==> config.mk <==
export PLATFORM = sky130hd
export DESIGN_NAME = ssw_supervisor
export DESIGN_NICKNAME = d
export VERILOG_FILES = /design/src/ssw_pkg.sv /design/src/ssw_sync.sv /design/src/ssw_supervisor.sv
export SDC_FILE = /design/constraint.sdc
export NUM_CORES = 1
export LEC_CHECK = 0
export BUFFER_PORTS_ARGS = -buffer_cell sky130_fd_sc_hd__buf_2
export CAP_MARGIN = 30
export CORE_ASPECT_RATIO = 1.1
export CORE_MARGIN = 2
export CORE_UTILIZATION = 40
export CTS_BUF_LIST = sky130_fd_sc_hd__clkbuf_2
export DETAILED_ROUTE_END_ITERATION = 12
export PLACE_DENSITY = 0.6
export SKIP_CTS_REPAIR_TIMING = 1
export SYNTH_ARGS = -nofsm -noshare
export SYNTH_HDL_FRONTEND = slang
export SYNTH_SLANG_ARGS = --single-unit
export TNS_END_PERCENT = 50
==> constraint.sdc <==
create_clock -name clock -period 7 [get_ports clock]
set_clock_uncertainty 0.05 [all_clocks]
set_input_delay 0.7 -clock clock [delete_from_list [all_inputs] [get_ports clock]]
set_output_delay 0.7 -clock clock [all_outputs]
set_load 0.01 [all_outputs]
==> src/ssw_pkg.sv <==
/*
 * Shared constants and carrier types for the supply supervisor with
 * watchdog. Assumes a single 200 MHz system clock.
 */
package ssw_pkg;

   localparam int unsigned CLK_HZ          = 200_000_000;
   // Prescaler gives a 1 kHz tick; all long times count in milliseconds
   localparam int unsigned TICK_HZ         = 1_000;
   localparam int unsigned PRESCALE_CYC    = CLK_HZ / TICK_HZ;
   localparam int unsigned RESET_STRETCH_MS = 200;
   localparam int unsigned WDOG_TIMEOUT_MS  = 1_600;
   localparam int unsigned RESET_STRETCH_TICKS =
      RESET_STRETCH_MS * TICK_HZ / 1_000;
   localparam int unsigned WDOG_TIMEOUT_TICKS =
      WDOG_TIMEOUT_MS * TICK_HZ / 1_000;
   localparam int unsigned TICK_W = 16;

   // Digital flags from the analog front end
   typedef struct packed {
      logic main_ok;       // Main supply above reset threshold
      logic backup_higher; // Backup supply above main supply
      logic pfail_above;   // Power-fail input above reference
      logic wdog_high;     // Watchdog input reads high
      logic wdog_float;    // Watchdog input at mid-supply level
   } ssw_flags_type;

   typedef struct packed {
      logic reset_n;
      logic reset_hi;
      logic power_fail_warn_n;
      logic switched_supply_sel_backup;
   } ssw_outs_type;

endpackage

==> src/ssw_sync.sv <==
/*
 * Two-stage synchroniser for a vector of level inputs.
 * Assumes inputs are asynchronous to clock; reset value is a parameter.
 */
`timescale 1ns/1ps
module ssw_sync #(
   parameter int unsigned                W         = 5,
   parameter logic [W-1:0]               RST_VAL   = '0
) (
   input  wire logic                     clock,
   input  wire logic                     rst_n,
   input  wire logic [W-1:0]             d,
   output logic      [W-1:0]             q
);
   logic [W-1:0] meta_r;

   // First stage feeds only the second stage
   always_ff @(posedge clock or negedge rst_n) begin
      if (!rst_n) begin
         meta_r <= RST_VAL;
         q      <= RST_VAL;
      end else begin
         meta_r <= d;
         q      <= meta_r;
      end
   end
endmodule

==> src/ssw_supervisor.sv <==
/*
 * Supply supervisor: reset generation with stretch, three-level
 * watchdog, backup supply selection and power-fail forwarding.
 * Assumes analog comparators deliver asynchronous digital flags and that
 * rst_n is only the logic's own power-on reset, not a supervisor input.
 */
// Contract
// - Reset low while main supply below threshold
// - Hold reset 200 ms after supply recovers
// - Active-high reset is complement of reset_n
// - No watchdog edge for 1.6 s gives reset
// - Watchdog reset pulse lasts 200 ms
// - Each watchdog edge restarts timeout count
// - Constant watchdog input repeats pulse each timeout
// - Floating watchdog input disables watchdog
// - Select main supply when ok, else higher
// - Power-fail output follows comparator flag
// - Backup mode forces reset and power-fail outputs to fixed levels
// - Backup mode disables the watchdog
// - Backup supply absent never causes reset
`timescale 1ns/1ps
module ssw_supervisor
   import ssw_pkg::*;
#(
   parameter int unsigned PRESCALE = PRESCALE_CYC,
   parameter int unsigned STRETCH  = RESET_STRETCH_TICKS,
   parameter int unsigned TIMEOUT  = WDOG_TIMEOUT_TICKS
) (
   input  wire logic                 clock,
   input  wire logic                 rst_n,
   input  wire ssw_pkg::ssw_flags_type flags_in,
   output ssw_pkg::ssw_outs_type     outs
);
   import ssw_pkg::*;

   typedef enum logic [1:0] {
      ST_HOLD,
      ST_RUN,
      ST_WDOG_PULSE
   } ssw_state_type;

   ssw_flags_type flags_s;
   ssw_state_type state_r;
   ssw_state_type state_nxt;
   logic [31:0]   pre_r;
   logic [TICK_W-1:0] stretch_r;
   logic [TICK_W-1:0] stretch_nxt;
   logic [TICK_W-1:0] wd_r;
   logic [TICK_W-1:0] wd_nxt;
   logic          wd_level_r;
   logic          tick;
   logic          wd_edge;
   logic          wd_active;
   logic          wd_expire;
   logic          stretch_done;
   logic          backup_mode;
   logic          reset_n_nxt;

   // Flags start as "supply low" so reset asserts from power-on; the
   // watchdog line starts floating and low, matching wd_level_r, so no
   // false edge follows reset
   ssw_sync #(
      .W       (5),
      .RST_VAL (5'h01)
   ) u_sync (
      .clock (clock),
      .rst_n (rst_n),
      .d     (flags_in),
      .q     (flags_s)
   );

   // Prescaler: one-cycle tick every PRESCALE clocks
   assign tick = (pre_r == PRESCALE - 1);

   always_ff @(posedge clock or negedge rst_n) begin
      if (!rst_n) begin
         pre_r <= 32'h0;
      end else if (tick) begin
         pre_r <= 32'h0;
      end else begin
         pre_r <= pre_r + 32'h1;
      end
   end

   // Backup mode is main supply below threshold; backup presence is
   // never consulted for reset, so a missing battery cannot reset.
   assign backup_mode = !flags_s.main_ok;

   // Edge detection uses only synchronised levels
   assign wd_edge   = (flags_s.wdog_high != wd_level_r) &&
                      !flags_s.wdog_float;
   assign wd_active = !flags_s.wdog_float && !backup_mode
                      && (state_r == ST_RUN);
   assign wd_expire = wd_active && tick && !wd_edge &&
                      (wd_r == TICK_W'(TIMEOUT - 1));
   assign stretch_done = tick &&
                      (stretch_r == TICK_W'(STRETCH - 1));

   always_comb begin
      state_nxt   = state_r;
      stretch_nxt = stretch_r;
      wd_nxt      = wd_r;
      case (state_r)
         ST_HOLD: begin
            if (backup_mode) begin
               stretch_nxt = '0;
            end else if (stretch_done) begin
               state_nxt   = ST_RUN;
               stretch_nxt = '0;
               wd_nxt      = '0;
            end else if (tick) begin
               stretch_nxt = stretch_r + 1'b1;
            end
         end
         ST_RUN: begin
            if (backup_mode) begin
               state_nxt   = ST_HOLD;
               stretch_nxt = '0;
            end else if (!wd_active || wd_edge) begin
               wd_nxt      = '0;
            end else if (wd_expire) begin
               state_nxt   = ST_WDOG_PULSE;
               stretch_nxt = '0;
               wd_nxt      = '0;
            end else if (tick) begin
               wd_nxt      = wd_r + 1'b1;
            end
         end
         ST_WDOG_PULSE: begin
            if (backup_mode) begin
               state_nxt   = ST_HOLD;
               stretch_nxt = '0;
            end else if (stretch_done) begin
               state_nxt   = ST_RUN;
               stretch_nxt = '0;
               wd_nxt      = '0;
            end else if (tick) begin
               stretch_nxt = stretch_r + 1'b1;
            end
         end
         default: begin
            state_nxt = ST_HOLD;
         end
      endcase
   end

   assign reset_n_nxt = (state_nxt == ST_RUN);

   always_ff @(posedge clock or negedge rst_n) begin
      if (!rst_n) begin
         state_r    <= ST_HOLD;
         stretch_r  <= '0;
         wd_r       <= '0;
         wd_level_r <= 1'b0;
         outs       <= '{reset_n: 1'b0, reset_hi: 1'b1,
                         power_fail_warn_n: 1'b0,
                         switched_supply_sel_backup: 1'b0};
      end else begin
         state_r    <= state_nxt;
         stretch_r  <= stretch_nxt;
         wd_r       <= wd_nxt;
         wd_level_r <= flags_s.wdog_high;
         outs.reset_n  <= reset_n_nxt;
         outs.reset_hi <= !reset_n_nxt;
         // Comparator ignored in backup mode, output held low
         outs.power_fail_warn_n <= flags_s.pfail_above &&
                                   !backup_mode;
         outs.switched_supply_sel_backup <= backup_mode &&
                                   flags_s.backup_higher;
      end
   end

   // Helper: cycles spent in the watchdog pulse state
   logic [31:0] pulse_cyc_r;
   always_ff @(posedge clock or negedge rst_n) begin
      if (!rst_n) begin
         pulse_cyc_r <= 32'h0;
      end else if (state_r == ST_WDOG_PULSE) begin
         pulse_cyc_r <= pulse_cyc_r + 32'h1;
      end else begin
         pulse_cyc_r <= 32'h0;
      end
   end

   // Helper: cycles of reset stretch with the supply already good
   logic [31:0] hold_cyc_r;
   always_ff @(posedge clock or negedge rst_n) begin
      if (!rst_n) begin
         hold_cyc_r <= 32'h0;
      end else if (state_r == ST_HOLD && !backup_mode) begin
         hold_cyc_r <= hold_cyc_r + 32'h1;
      end else begin
         hold_cyc_r <= 32'h0;
      end
   end
endmodule

==> impl_table.tex, run 1 <==
\begin{tabular}{lr}
\hline
Metric & Value \\
\hline
\multicolumn{2}{l}{\textbf{Synthesis}} \\
Post-synthesis share of cell area spent on xor and xnor gates & 6.30\% \\
Average cell area after synthesis & 9.90 µm² \\
Number of nets in the synthesized netlist & 403 \\
Number of unique standard cell types used by synthesis & 46 \\
Main combinational cell family by area after synthesis & simple AND/OR/NAND/NOR gates \\
Sequential cell area fraction in the yosys report & 52.2\% \\
Post-Synthesis Cells & 393 \\
Number of synthesized register bits & 81 \\
Mux cell area share after synthesis & 0.771\% \\
Area of the mapped netlist & 0.00389 mm² \\
Number of flops mapped to enable cells by yosys & 0 \\
Simple-gate share of the synthesized area & 28.5\% \\
Post-synthesis compound-gate area fraction & 9.42\% \\
Main synth FF type & dfrtp\_1 \\
Share of synthesized cell area in full adder, half adder and majority cells & 0.964\% \\
Syn. warnings & 0 \\
Synth async-reset ratio & 100\% \\
\multicolumn{2}{l}{\textbf{Clock tree}} \\
Clk root buf & clkbuf\_2 \\
CTS Sinks & 81 \\
Worst-path clk slew & 230 ps \\
H-tree Lvls & 3 \\
Total CTS buffers & 9 \\
CTS tree & built \\
CTS Buffer Depth & 2 \\
Latest clock arrival within the worst-skew pair & 520 ps \\
\multicolumn{2}{l}{\textbf{Finish}} \\
Fraction of layout cells with a size suffix above 1 & 9.49\% \\
Final Cell Area & 0.00425 mm² \\
Most common cell after layout, fill and taps aside & dfrtp\_1 \\
Diode count & 0 \\
Highest-count cells in the layout ignoring fill and taps & 78 x dfrtp\_1, 48 x nand3\_1, 47 x nand2\_1 \\
Growth of design area from synthesis to finish & 9.10\% \\
Nets & 416 \\
\multicolumn{2}{l}{\textbf{Floorplanning}} \\
Row cnt & 37 \\
Die area & 0.0105 mm² \\
Die outline height & 107 µm \\
Number of primary I/O pins & 11 \\
Area of the core region & 0.00940 mm² \\
Effective utilization at floorplan & 41.4\% \\
X dimension of the die & 98.1 µm \\
\multicolumn{2}{l}{\textbf{Detailed routing}} \\
Final routed DRC violation total & 0 \\
Vias per inst & 5.53 \\
Mean routed wirelength per cell & 14.4 µm \\
Number of iterations in the first detailed-routing pass & 4 \\
Detailed-route via count & 2922 \\
Starting DRT DRC Count & 132 \\
Post-detailed-route count of antenna-violating nets & 0 \\
Final wirelength & 7.58 mm \\
\multicolumn{2}{l}{\textbf{GRT}} \\
Grt total ovfl & 0 \\
Number of global-route vias before repair & 2897 \\
Total track usage & 15.8\% \\
Wire length of the first global-routing pass & 13.6 mm \\
Number of antenna violations at the first check in global routing & 0 \\
Maximum number of pins on one net before global-route repair & 46 \\
\multicolumn{2}{l}{\textbf{Run status}} \\
Status & finished clean \\
\multicolumn{2}{l}{\textbf{Power}} \\
Lkg Pwr & 1.85 nW \\
Peak supply drop & 0.136 mV \\
Power per standard cell area & 191 mW/mm² \\
\multicolumn{2}{l}{\textbf{Setup path}} \\
CP startpoint kind & flop \\
Cells along the critical path & nor4b\_1 > nand4\_1 > nor3\_2 > nand3\_1 > or3\_1 > nand3\_1 \\
Bufs and invs on worst path & 0 \\
Depth of the most critical reg-to-reg path & 6 \\
CP endpoint kind & flop \\
Arr. time, crit path & 3430 ps \\
Number of logic stages on the critical path including buffering & 6 \\
Critical-path cell with the highest stage delay & nor3\_2 \\
Crit path max-delay family & simple AND/OR/NAND/NOR gates \\
CP dominant cell by count & nand3\_1 \\
Critical path's largest stage delay & 760 ps \\
Crit path max fanout & 14 \\
Startpoint-to-endpoint class of the critical path & flop to flop \\
Required time at the worst-slack endpoint & 7420 ps \\
\multicolumn{2}{l}{\textbf{STA}} \\
Tcrit/Tclk final & 42.9\% \\
Slew of the pin with the lowest slew margin & 845 ps \\
Setup TNS & 0 ps \\
Min Clock Period, post-route & 3000 ps \\
Max-slew headroom & 43.4\% \\
Peak clock frequency supported by timing & 0.333 GHz \\
Number of slew-limit violations in the final report & 0 \\
Final number of setup-violating endpoints & 0 \\
Setup repair after global routing missed its margin & false \\
Final hold violation count & 0 \\
\multicolumn{2}{l}{\textbf{Flow run}} \\
Number of max-cap violations & 0 \\
\multicolumn{2}{l}{\textbf{Placement}} \\
Number of port buffers & 10 \\
Placed wire-length estimate after detailed placement & 5.15 mm \\
Routability congestion estimate from global placement & 0.771 \\
Post-detailed-placement cell area & 0.00409 mm² \\
\multicolumn{2}{l}{\textbf{Hold path}} \\
Worst hold path type & input port to asynchronous set/reset pin \\
\hline
\end{tabular}
kinds of logic (layout without fill, tap and decap cells):
logic type | after synthesis | in the layout
AOI/OAI and AO/OA | 54 | 54
and+or+nand+nor | 205 | 205
xor gates and xnor gates | 28 | 28
adders and majority gates | 3 | 3
muxes | 3 | 3
buffers and inverters | 19 | 37
DFF | 81 | 81
through the flow:
| stage | utilization, % | total power, mW | cells | setup slack, ps | hold slack [ps] |
|---|---|---|---|---|---|
| floorplan | - | 0.487 | 393 | 4610 | 281 |
| global route | 45.2 | 0.840 | 528 | 3570 | 48.4 |
| CTS | 45.2 | 0.820 | 528 | 3890 | 50.0 |
| detailed placement | 43.5 | 0.503 | 512 | 3960 | 293 |
| finish | 45.2 | 0.810 | 528 | 4000 | 51.8 |
| global placement | 43.2 | 0.501 | 511 | 4080 | 283 |
sequential cells by signal, summed over array words and instances, names as in the netlist:
register,cells
outs,4
pre_r,32
state_r,2
stretch_r,16
u_sync.meta_r,5
u_sync.q,5
wd_level_r,1
wd_r,16
cell usage after synthesis (2+ instances only):
master / n / area, µm²
xor2_1: 11 / 96.3
and3_1: 14 / 87.6
or2_2: 2 / 12.5
a221o_1: 3 / 30.0
dfrtp_1: 78 / 1950
o21bai_1: 3 / 22.5
a211o_1: 2 / 17.5
nor3b_1: 5 / 37.5
o21ai_0: 18 / 90.1
ha_1: 3 / 37.5
dfstp_2: 3 / 78.8
nand2_1: 47 / 176
nand2b_1: 2 / 12.5
nand4_1: 12 / 75.1
clkbuf_1: 9 / 33.8
o311ai_0: 5 / 43.8
o211a_1: 2 / 20.0
a21oi_1: 9 / 45.0
nor4_1: 9 / 56.3
and2_1: 7 / 43.8
mux2i_1: 3 / 30.0
nor2b_1: 2 / 12.5
and4_1: 7 / 61.3
inv_1: 9 / 33.8
or4_1: 3 / 22.5
nor3_2: 2 / 20.0
nor2_1: 23 / 86.3
a21o_1: 3 / 22.5
or3_1: 15 / 93.8
nand3_1: 48 / 240
o21a_1: 3 / 22.5
xnor2_1: 17 / 149
worst reg2reg max path, stage by stage (launching register included):
cell	delay, ps
dfrtp_1	490
nor4b_1	390
nand4_1	240
nor3_2	760
nand3_1	490
or3_1	480
nand3_1	70
final cells by class:
| class | instances | area, µm² |
|---|---|---|
| Fill cell | 886 | 5150 |
| Sequential cell | 81 | 2030 |
| Multi-Input combinational cell | 293 | 1790 |
| Tap cell | 117 | 146 |
| Clock inverter | 5 | 104 |
| Timing Repair Buffer | 12 | 87.6 |
| Clock buffer | 11 | 55.1 |
| Inverter | 9 | 33.8 |
final timing paths:
path                             startpoint          endpoint  slack [ps]
max                               pre_r[12]           wd_r[8]        4000
min                                   rst_n          wd_r[14]          50
max reg2reg                       pre_r[12]           wd_r[8]        4000
min reg2reg                u_sync.meta_r[3]       u_sync.q[3]         330
max in group asynchronous             rst_n           outs[1]        6240
min in group clock              flags_in[0]  u_sync.meta_r[0]         190
metal layers:
metal,wire length [µm],global-route usage (%)
met5,0,0
met3,234,3.05
met2,3570,25.5
met4,103,5.06
met1,3670,21.4
where the power goes:
part | internal [mW] | switching, mW | total [mW]
Clock | 0.157 | 0.159 | 0.316
Sequential | 0.473 | 0.00188 | 0.475
Combinational | 0.00498 | 0.0141 | 0.0191
No activity file was read; power rests on OpenSTA's default activity.
==> inputs of run 2 (changes only) <==
--- a/config.mk
+++ b/config.mk
@@ -12,7 +12,7 @@
 export CORE_UTILIZATION = 40
 export CTS_BUF_LIST = sky130_fd_sc_hd__clkbuf_2
 export DETAILED_ROUTE_END_ITERATION = 12
-export PLACE_DENSITY = 0.6
+export PLACE_DENSITY = 0.62
 export SKIP_CTS_REPAIR_TIMING = 1
 export SYNTH_ARGS = -nofsm -noshare
 export SYNTH_HDL_FRONTEND = slang
==> constraint.sdc (replaced) <==
create_clock -name clock -period 2.6 [get_ports clock]
set_clock_uncertainty 0.05 [all_clocks]
set_input_delay 0.26 -clock clock [delete_from_list [all_inputs] [get_ports clock]]
set_output_delay 0.26 -clock clock [all_outputs]
set_load 0.01 [all_outputs]
==> impl_table.tex, run 2 (synthesis results as in run 1) <==
\begin{tabular}{lr}
\hline
Metric & Value \\
\hline
\multicolumn{2}{l}{\textbf{Detailed routing}} \\
Detailed-route via count & 3007 \\
Number of iterations in the first detailed-routing pass & 4 \\
Final routed DRC violation total & 0 \\
Post-detailed-route count of antenna-violating nets & 0 \\
Starting DRT DRC Count & 197 \\
Vias per inst & 5.45 \\
Mean routed wirelength per cell & 14.3 µm \\
Final wirelength & 7.90 mm \\
\multicolumn{2}{l}{\textbf{Finish}} \\
Nets & 439 \\
Growth of design area from synthesis to finish & 14.0\% \\
Final core occ & 47.2\% \\
Fraction of layout cells with a size suffix above 1 & 14.3\% \\
Highest-count cells in the layout ignoring fill and taps & 78 x dfrtp\_1, 47 x nand3\_1, 47 x nand2\_1 \\
Largest reg by FF count & pre\_r \\
Flip-flop count of the largest register, all copies and words added & 32 \\
Final Cell Area & 0.00444 mm² \\
Most common cell after layout, fill and taps aside & dfrtp\_1 \\
Registers with the most flip-flops & pre\_r x32, stretch\_r x16, wd\_r x16 \\
\multicolumn{2}{l}{\textbf{Setup path}} \\
Startpoint-to-endpoint class of the critical path & flop to flop \\
Crit path max-delay family & simple AND/OR/NAND/NOR gates \\
Crit path max fanout & 10 \\
Depth of the most critical reg-to-reg path & 7 \\
Critical path's largest stage delay & 510 ps \\
Reg-to-reg critical path startpoint & stretch\_r[0] \\
Arr. time, crit path & 2880 ps \\
CP startpoint kind & flop \\
CP endpoint kind & flop \\
Critical-path cell with the highest stage delay & or4\_1 \\
Capture instance of the worst register-to-register path & wd\_r[14] \\
Required time at the worst-slack endpoint & 3010 ps \\
Cells along the critical path & ha\_1 > or3b\_2 > nor4\_4 > a32o\_2 > a21oi\_2 > or4\_1 > o21ai\_0 \\
Flop-to-flop setup slack & 130 ps \\
Bufs and invs on worst path & 0 \\
\multicolumn{2}{l}{\textbf{Floorplanning}} \\
Die outline height & 107 µm \\
Effective utilization at floorplan & 41.4\% \\
Number of primary I/O pins & 11 \\
X dimension of the die & 98.1 µm \\
Area of the core region & 0.00940 mm² \\
Die area & 0.0105 mm² \\
Row cnt & 37 \\
\multicolumn{2}{l}{\textbf{STA}} \\
Min Clock Period, post-route & 2470 ps \\
Final hold slack & 209 ps \\
Final hold violation count & 0 \\
Worst setup slack after layout & 130 ps \\
Tcrit/Tclk final & 95.0\% \\
Slew of the pin with the lowest slew margin & 852 ps \\
Final number of setup-violating endpoints & 0 \\
Setup repair after global routing missed its margin & true \\
Number of slew-limit violations in the final report & 0 \\
Peak clock frequency supported by timing & 0.405 GHz \\
Max-slew headroom & 43.2\% \\
\multicolumn{2}{l}{\textbf{GRT}} \\
Wire length of the first global-routing pass & 13.5 mm \\
Maximum number of pins on one net before global-route repair & 82 \\
Number of antenna violations at the first check in global routing & 1 \\
Grt total ovfl & 0 \\
Total track usage & 15.9\% \\
Number of global-route vias before repair & 2833 \\
\multicolumn{2}{l}{\textbf{Clock tree}} \\
Worst-path clk slew & 230 ps \\
Clk root buf & clkbuf\_2 \\
Total CTS buffers & 9 \\
CTS Sinks & 81 \\
H-tree Lvls & 3 \\
CTS Buffer Depth & 2 \\
CTS tree & built \\
Latest clock arrival within the worst-skew pair & 520 ps \\
\multicolumn{2}{l}{\textbf{Placement}} \\
Placed wire-length estimate after detailed placement & 5.32 mm \\
Post-detailed-placement cell area & 0.00421 mm² \\
Routability congestion estimate from global placement & 0.862 \\
Worst Setup Slack post-DPL & 24.3 ps \\
Number of port buffers & 10 \\
\multicolumn{2}{l}{\textbf{Power}} \\
Lkg Pwr & 1.96 nW \\
Peak supply drop & 0.304 mV \\
Total chip power & 2.09 mW \\
Power per standard cell area & 472 mW/mm² \\
\multicolumn{2}{l}{\textbf{Run status}} \\
Status & finished clean \\
\multicolumn{2}{l}{\textbf{Hold path}} \\
Worst hold path type & input port to asynchronous set/reset pin \\
\multicolumn{2}{l}{\textbf{Flow run}} \\
Number of max-cap violations & 0 \\
\hline
\end{tabular}
run 2: changes by cell type in the layout (fill, tap and decap cells not counted), moves of 2 or more:
cell,change
buf_4,+17
dlygate4sd3_1,+6
nor4_1,-2
nor4_2,+2
run 2: layout make-up:
cell class                 instances  area (µm²)
fill                             876        4960
sequential                        81        2030
multi-input combinational        293        1830
timing repair buffer              35         268
tap                              117         146
clock inverter                     4        71.3
clock buffer                      12        60.1
inverter                           9        33.8
antenna                            1        2.50
run 2: tightest hold or removal path: cells and delay by family:
family,cells,cell delay [ps]
buffers and inverters,3,970
run 2: worst max path at each step:
| stage | startpoint | to | slack [ps] | cells after the start |
|---|---|---|---|---|
| 2_1_floorplan | stretch_r[0] | wd_r[14] | 210 | 7 |
| 3_3_place_gp | pre_r[6] | stretch_r[3] | 8 | 6 |
| 3_5_place_dp | pre_r[6] | stretch_r[15] | 20 | 5 |
| 4_1_cts | pre_r[6] | stretch_r[3] | 2 | 6 |
| 5_1_grt | stretch_r[0] | stretch_r[2] | -20 | 8 |
| 6_report | stretch_r[0] | wd_r[14] | 130 | 7 |
run 2: power by group:
group          internal [mW]  switching [mW]
clock                  0.327           0.429
combinational         0.0202          0.0409
sequential              1.27         0.00342
total                   1.62           0.473
run 2: routing by layer:
metal	GRT usage [%]	vias up	part of all wire [%]
li1	-	1499	-
met1	22.7	1444	50
met2	24.2	53	45
met3	2.73	11	3.2
met4	6.65	0	1.7
met5	0	-	0
run 2: per-stage QoR:
stage	std cells	setup TNS (ps)
floorplan	393	0
global placement	529	0
detailed placement	529	0
CTS	545	0
global route	552	-16.0
finish	552	0
==> inputs of run 3 (changes only) <==
--- a/config.mk
+++ b/config.mk
@@ -5,6 +5,7 @@
 export SDC_FILE = /design/constraint.sdc
 export NUM_CORES = 1
 export LEC_CHECK = 0
+export ABC_AREA = 1
 export BUFFER_PORTS_ARGS = -buffer_cell sky130_fd_sc_hd__buf_2
 export CAP_MARGIN = 30
 export CORE_ASPECT_RATIO = 1.1
@@ -12,6 +13,7 @@
 export CORE_UTILIZATION = 40
 export CTS_BUF_LIST = sky130_fd_sc_hd__clkbuf_2
 export DETAILED_ROUTE_END_ITERATION = 12
+export HOLD_SLACK_MARGIN = 0.08
 export PLACE_DENSITY = 0.62
 export SKIP_CTS_REPAIR_TIMING = 1
 export SYNTH_ARGS = -nofsm -noshare
==> impl_table.tex, run 3 <==
\begin{tabular}{lr}
\hline
Metric & Value \\
\hline
\multicolumn{2}{l}{\textbf{Finish}} \\
Fraction of layout cells with a size suffix above 1 & 8.44\% \\
Registers with the most flip-flops & pre\_r x32, stretch\_r x16, wd\_r x16 \\
Growth of design area from synthesis to finish & 8.60\% \\
Nets & 704 \\
Flip-flop count of the largest register, all copies and words added & 32 \\
Count of fill cells added during filler insertion & 1212 \\
Most common cell after layout, fill and taps aside & nand2\_1 \\
Largest reg by FF count & pre\_r \\
Final Cell Area & 0.00525 mm² \\
Highest-count cells in the layout ignoring fill and taps & 193 x nand2\_1, 100 x nor2\_1, 91 x inv\_1 \\
\multicolumn{2}{l}{\textbf{Clock tree}} \\
Clk root buf & clkbuf\_2 \\
H-tree Lvls & 3 \\
CTS tree & built \\
CTS Buffer Depth & 2 \\
Total CTS buffers & 9 \\
CTS Sinks & 81 \\
Worst-path clk slew & 230 ps \\
Latest clock arrival within the worst-skew pair & 560 ps \\
\multicolumn{2}{l}{\textbf{Synthesis}} \\
Most instantiated library cell after synthesis & nand2\_1 \\
Number of synthesized register bits & 81 \\
Area of the mapped netlist & 0.00483 mm² \\
Number of nets in the synthesized netlist & 683 \\
Most instantiated cells after synthesis & 193 x nand2\_1, 100 x nor2\_1, 91 x inv\_1, 78 x dfrtp\_1, 53 x nand3\_1 \\
Sequential cell area fraction in the yosys report & 42.0\% \\
Number of flops mapped to enable cells by yosys & 0 \\
Syn. warnings & 0 \\
Post-Synthesis Cells & 673 \\
Average cell area after synthesis & 7.18 µm² \\
Post-synth top area cell & dfrtp\_1 \\
Number of unique standard cell types used by synthesis & 36 \\
Synth async-reset ratio & 100\% \\
Largest cells by area after synthesis & dfrtp\_1 40\%, nand2\_1 15\%, nor2\_1 7.8\% \\
Area share of the largest cell type after synthesis & 40.4\% \\
Main synth FF type & dfrtp\_1 \\
\multicolumn{2}{l}{\textbf{GRT}} \\
Maximum number of pins on one net before global-route repair & 51 \\
Grt total ovfl & 0 \\
Total track usage & 18.0\% \\
Number of global-route vias before repair & 4037 \\
Number of antenna violations at the first check in global routing & 1 \\
Wire length of the first global-routing pass & 18.5 mm \\
\multicolumn{2}{l}{\textbf{Hold path}} \\
Worst hold path type & input port to asynchronous set/reset pin \\
\multicolumn{2}{l}{\textbf{STA}} \\
Number of slew-limit violations in the final report & 0 \\
Final number of setup-violating endpoints & 0 \\
Peak clock frequency supported by timing & 0.441 GHz \\
Min Clock Period, post-route & 2270 ps \\
Slew of the pin with the lowest slew margin & 643 ps \\
Setup repair after global routing missed its margin & false \\
Tcrit/Tclk final & 87.2\% \\
Setup TNS & 0 ps \\
Final hold violation count & 0 \\
Max-slew headroom & 57.1\% \\
\multicolumn{2}{l}{\textbf{Setup path}} \\
Arr. time, crit path & 2720 ps \\
CP dominant cell by count & nand2\_1 \\
Crit path max-delay family & simple AND/OR/NAND/NOR gates \\
Crit path max fanout & 16 \\
CP startpoint kind & flop \\
Cells along the critical path & ha\_1 > nand3\_4 > nor2\_1 > nand2\_1 > nor2\_2 > o21ai\_1 > nor2\_4 > nand2\_1 > nand2\_1 \\
Critical-path cell with the highest stage delay & dfrtp\_1 \\
Critical path's largest stage delay & 450 ps \\
Startpoint-to-endpoint class of the critical path & flop to flop \\
CP endpoint kind & flop \\
Bufs and invs on worst path & 0 \\
Required time at the worst-slack endpoint & 3050 ps \\
\multicolumn{2}{l}{\textbf{Floorplanning}} \\
Die outline height & 119 µm \\
Effective utilization at floorplan & 40.5\% \\
Row cnt & 42 \\
X dimension of the die & 109 µm \\
Die area & 0.0130 mm² \\
Area of the core region & 0.0119 mm² \\
Number of primary I/O pins & 11 \\
\multicolumn{2}{l}{\textbf{Detailed routing}} \\
Number of iterations in the first detailed-routing pass & 4 \\
Mean routed wirelength per cell & 12.5 µm \\
Starting DRT DRC Count & 287 \\
Vias per inst & 4.93 \\
Final routed DRC violation total & 0 \\
Post-detailed-route count of antenna-violating nets & 0 \\
Final wirelength & 10.7 mm \\
Detailed-route via count & 4214 \\
\multicolumn{2}{l}{\textbf{Placement}} \\
Placed wire-length estimate after detailed placement & 7.92 mm \\
Routability congestion estimate from global placement & 0.925 \\
Number of port buffers & 10 \\
Post-detailed-placement cell area & 0.00505 mm² \\
\multicolumn{2}{l}{\textbf{Power}} \\
Peak supply drop & 0.204 mV \\
Power per standard cell area & 410 mW/mm² \\
Lkg Pwr & 2.63 nW \\
\multicolumn{2}{l}{\textbf{Flow run}} \\
Number of max-cap violations & 0 \\
\multicolumn{2}{l}{\textbf{Run status}} \\
Status & finished clean \\
\hline
\end{tabular}
-- run 3: worst register-to-register path, delay by kind of cell (launching register included) --
family / cells / cell delay, ps
compound gates: 1 / 190
fa+ha+maj: 1 / 270
flops: 1 / 450
simple gates: 7 / 1260
-- run 3: power breakdown --
group	internal [mW]	switching (mW)	leakage [nW]	total (mW)
clock	0.327	0.453	0.0826	0.780
sequential	1.28	0.00872	1.08	1.29
combinational	0.0267	0.0557	1.47	0.0824
-- run 3: cell type report --
cell class                      instances  area (µm²)  share of cell area [%]
Multi-Input combinational cell        488        2370                    45.2
Sequential cell                        81        2030                    38.7
Inverter                               93         349                    6.66
Tap cell                              154         193                    3.67
Timing Repair Buffer                   21         163                    3.10
Clock inverter                          5        81.3                    1.55
Clock buffer                           11        55.1                    1.05
Antenna cell                            1        2.50                  0.0477
-- run 3: cells by family (layout without fill, tap and decap cells) --
kind of cell    count (synthesis)  count (layout)  share of synthesized area (%)
other cells                     0               1                              0
simple gates                  421             421                           38.3
xor+xnor                       34              34                           6.17
flops                          81              81                           42.0
compound gates                 30              30                           3.83
buf+inv                       104             130                           8.86
fa+ha+maj                       3               3                          0.777
-- run 3: worst paths after layout --
| kind | to | depth (start not counted) | slack [ps] | from |
|---|---|---|---|---|
| worst min-delay path | outs[1] | 2 | 160 | rst_n |
| worst min register to register | u_sync.q[0] | 0 | 320 | u_sync.meta_r[0] |
| worst max register to register | stretch_r[8] | 9 | 330 | pre_r[0] |
| worst max-delay path | stretch_r[8] | 9 | 330 | pre_r[0] |
| max in group asynchronous | u_sync.q[0] | 3 | 1650 | rst_n |
| min in group clock | u_sync.meta_r[3] | 2 | 270 | flags_in[3] |
-- run 3: through the flow --
step | instances | power (mW) | setup slack, ps | utilization (%) | hold WS (ps)
6_report | 854 | 2.15 | 332 | 44.0 | 164
5_1_grt | 854 | 2.26 | 82.3 | 44.0 | 177
4_1_cts | 847 | 2.17 | 310 | 43.4 | -373
3_5_place_dp | 831 | 1.39 | 399 | 42.3 | 285
3_3_place_gp | 831 | 1.39 | 454 | 42.3 | 282
2_1_floorplan | 673 | 1.34 | 843 | - | -85.6
-- run 3: layer usage --
| metal | vias to the layer above | global-route usage [%] | part of all wire (%) |
|---|---|---|---|
| met5 | - | 0 | 0 |
| met4 | 0 | 6.17 | 1.4 |
| met3 | 15 | 3.01 | 3.6 |
| met2 | 78 | 29.3 | 49 |
| met1 | 1972 | 24.1 | 47 |
| li1 | 2149 | - | - |
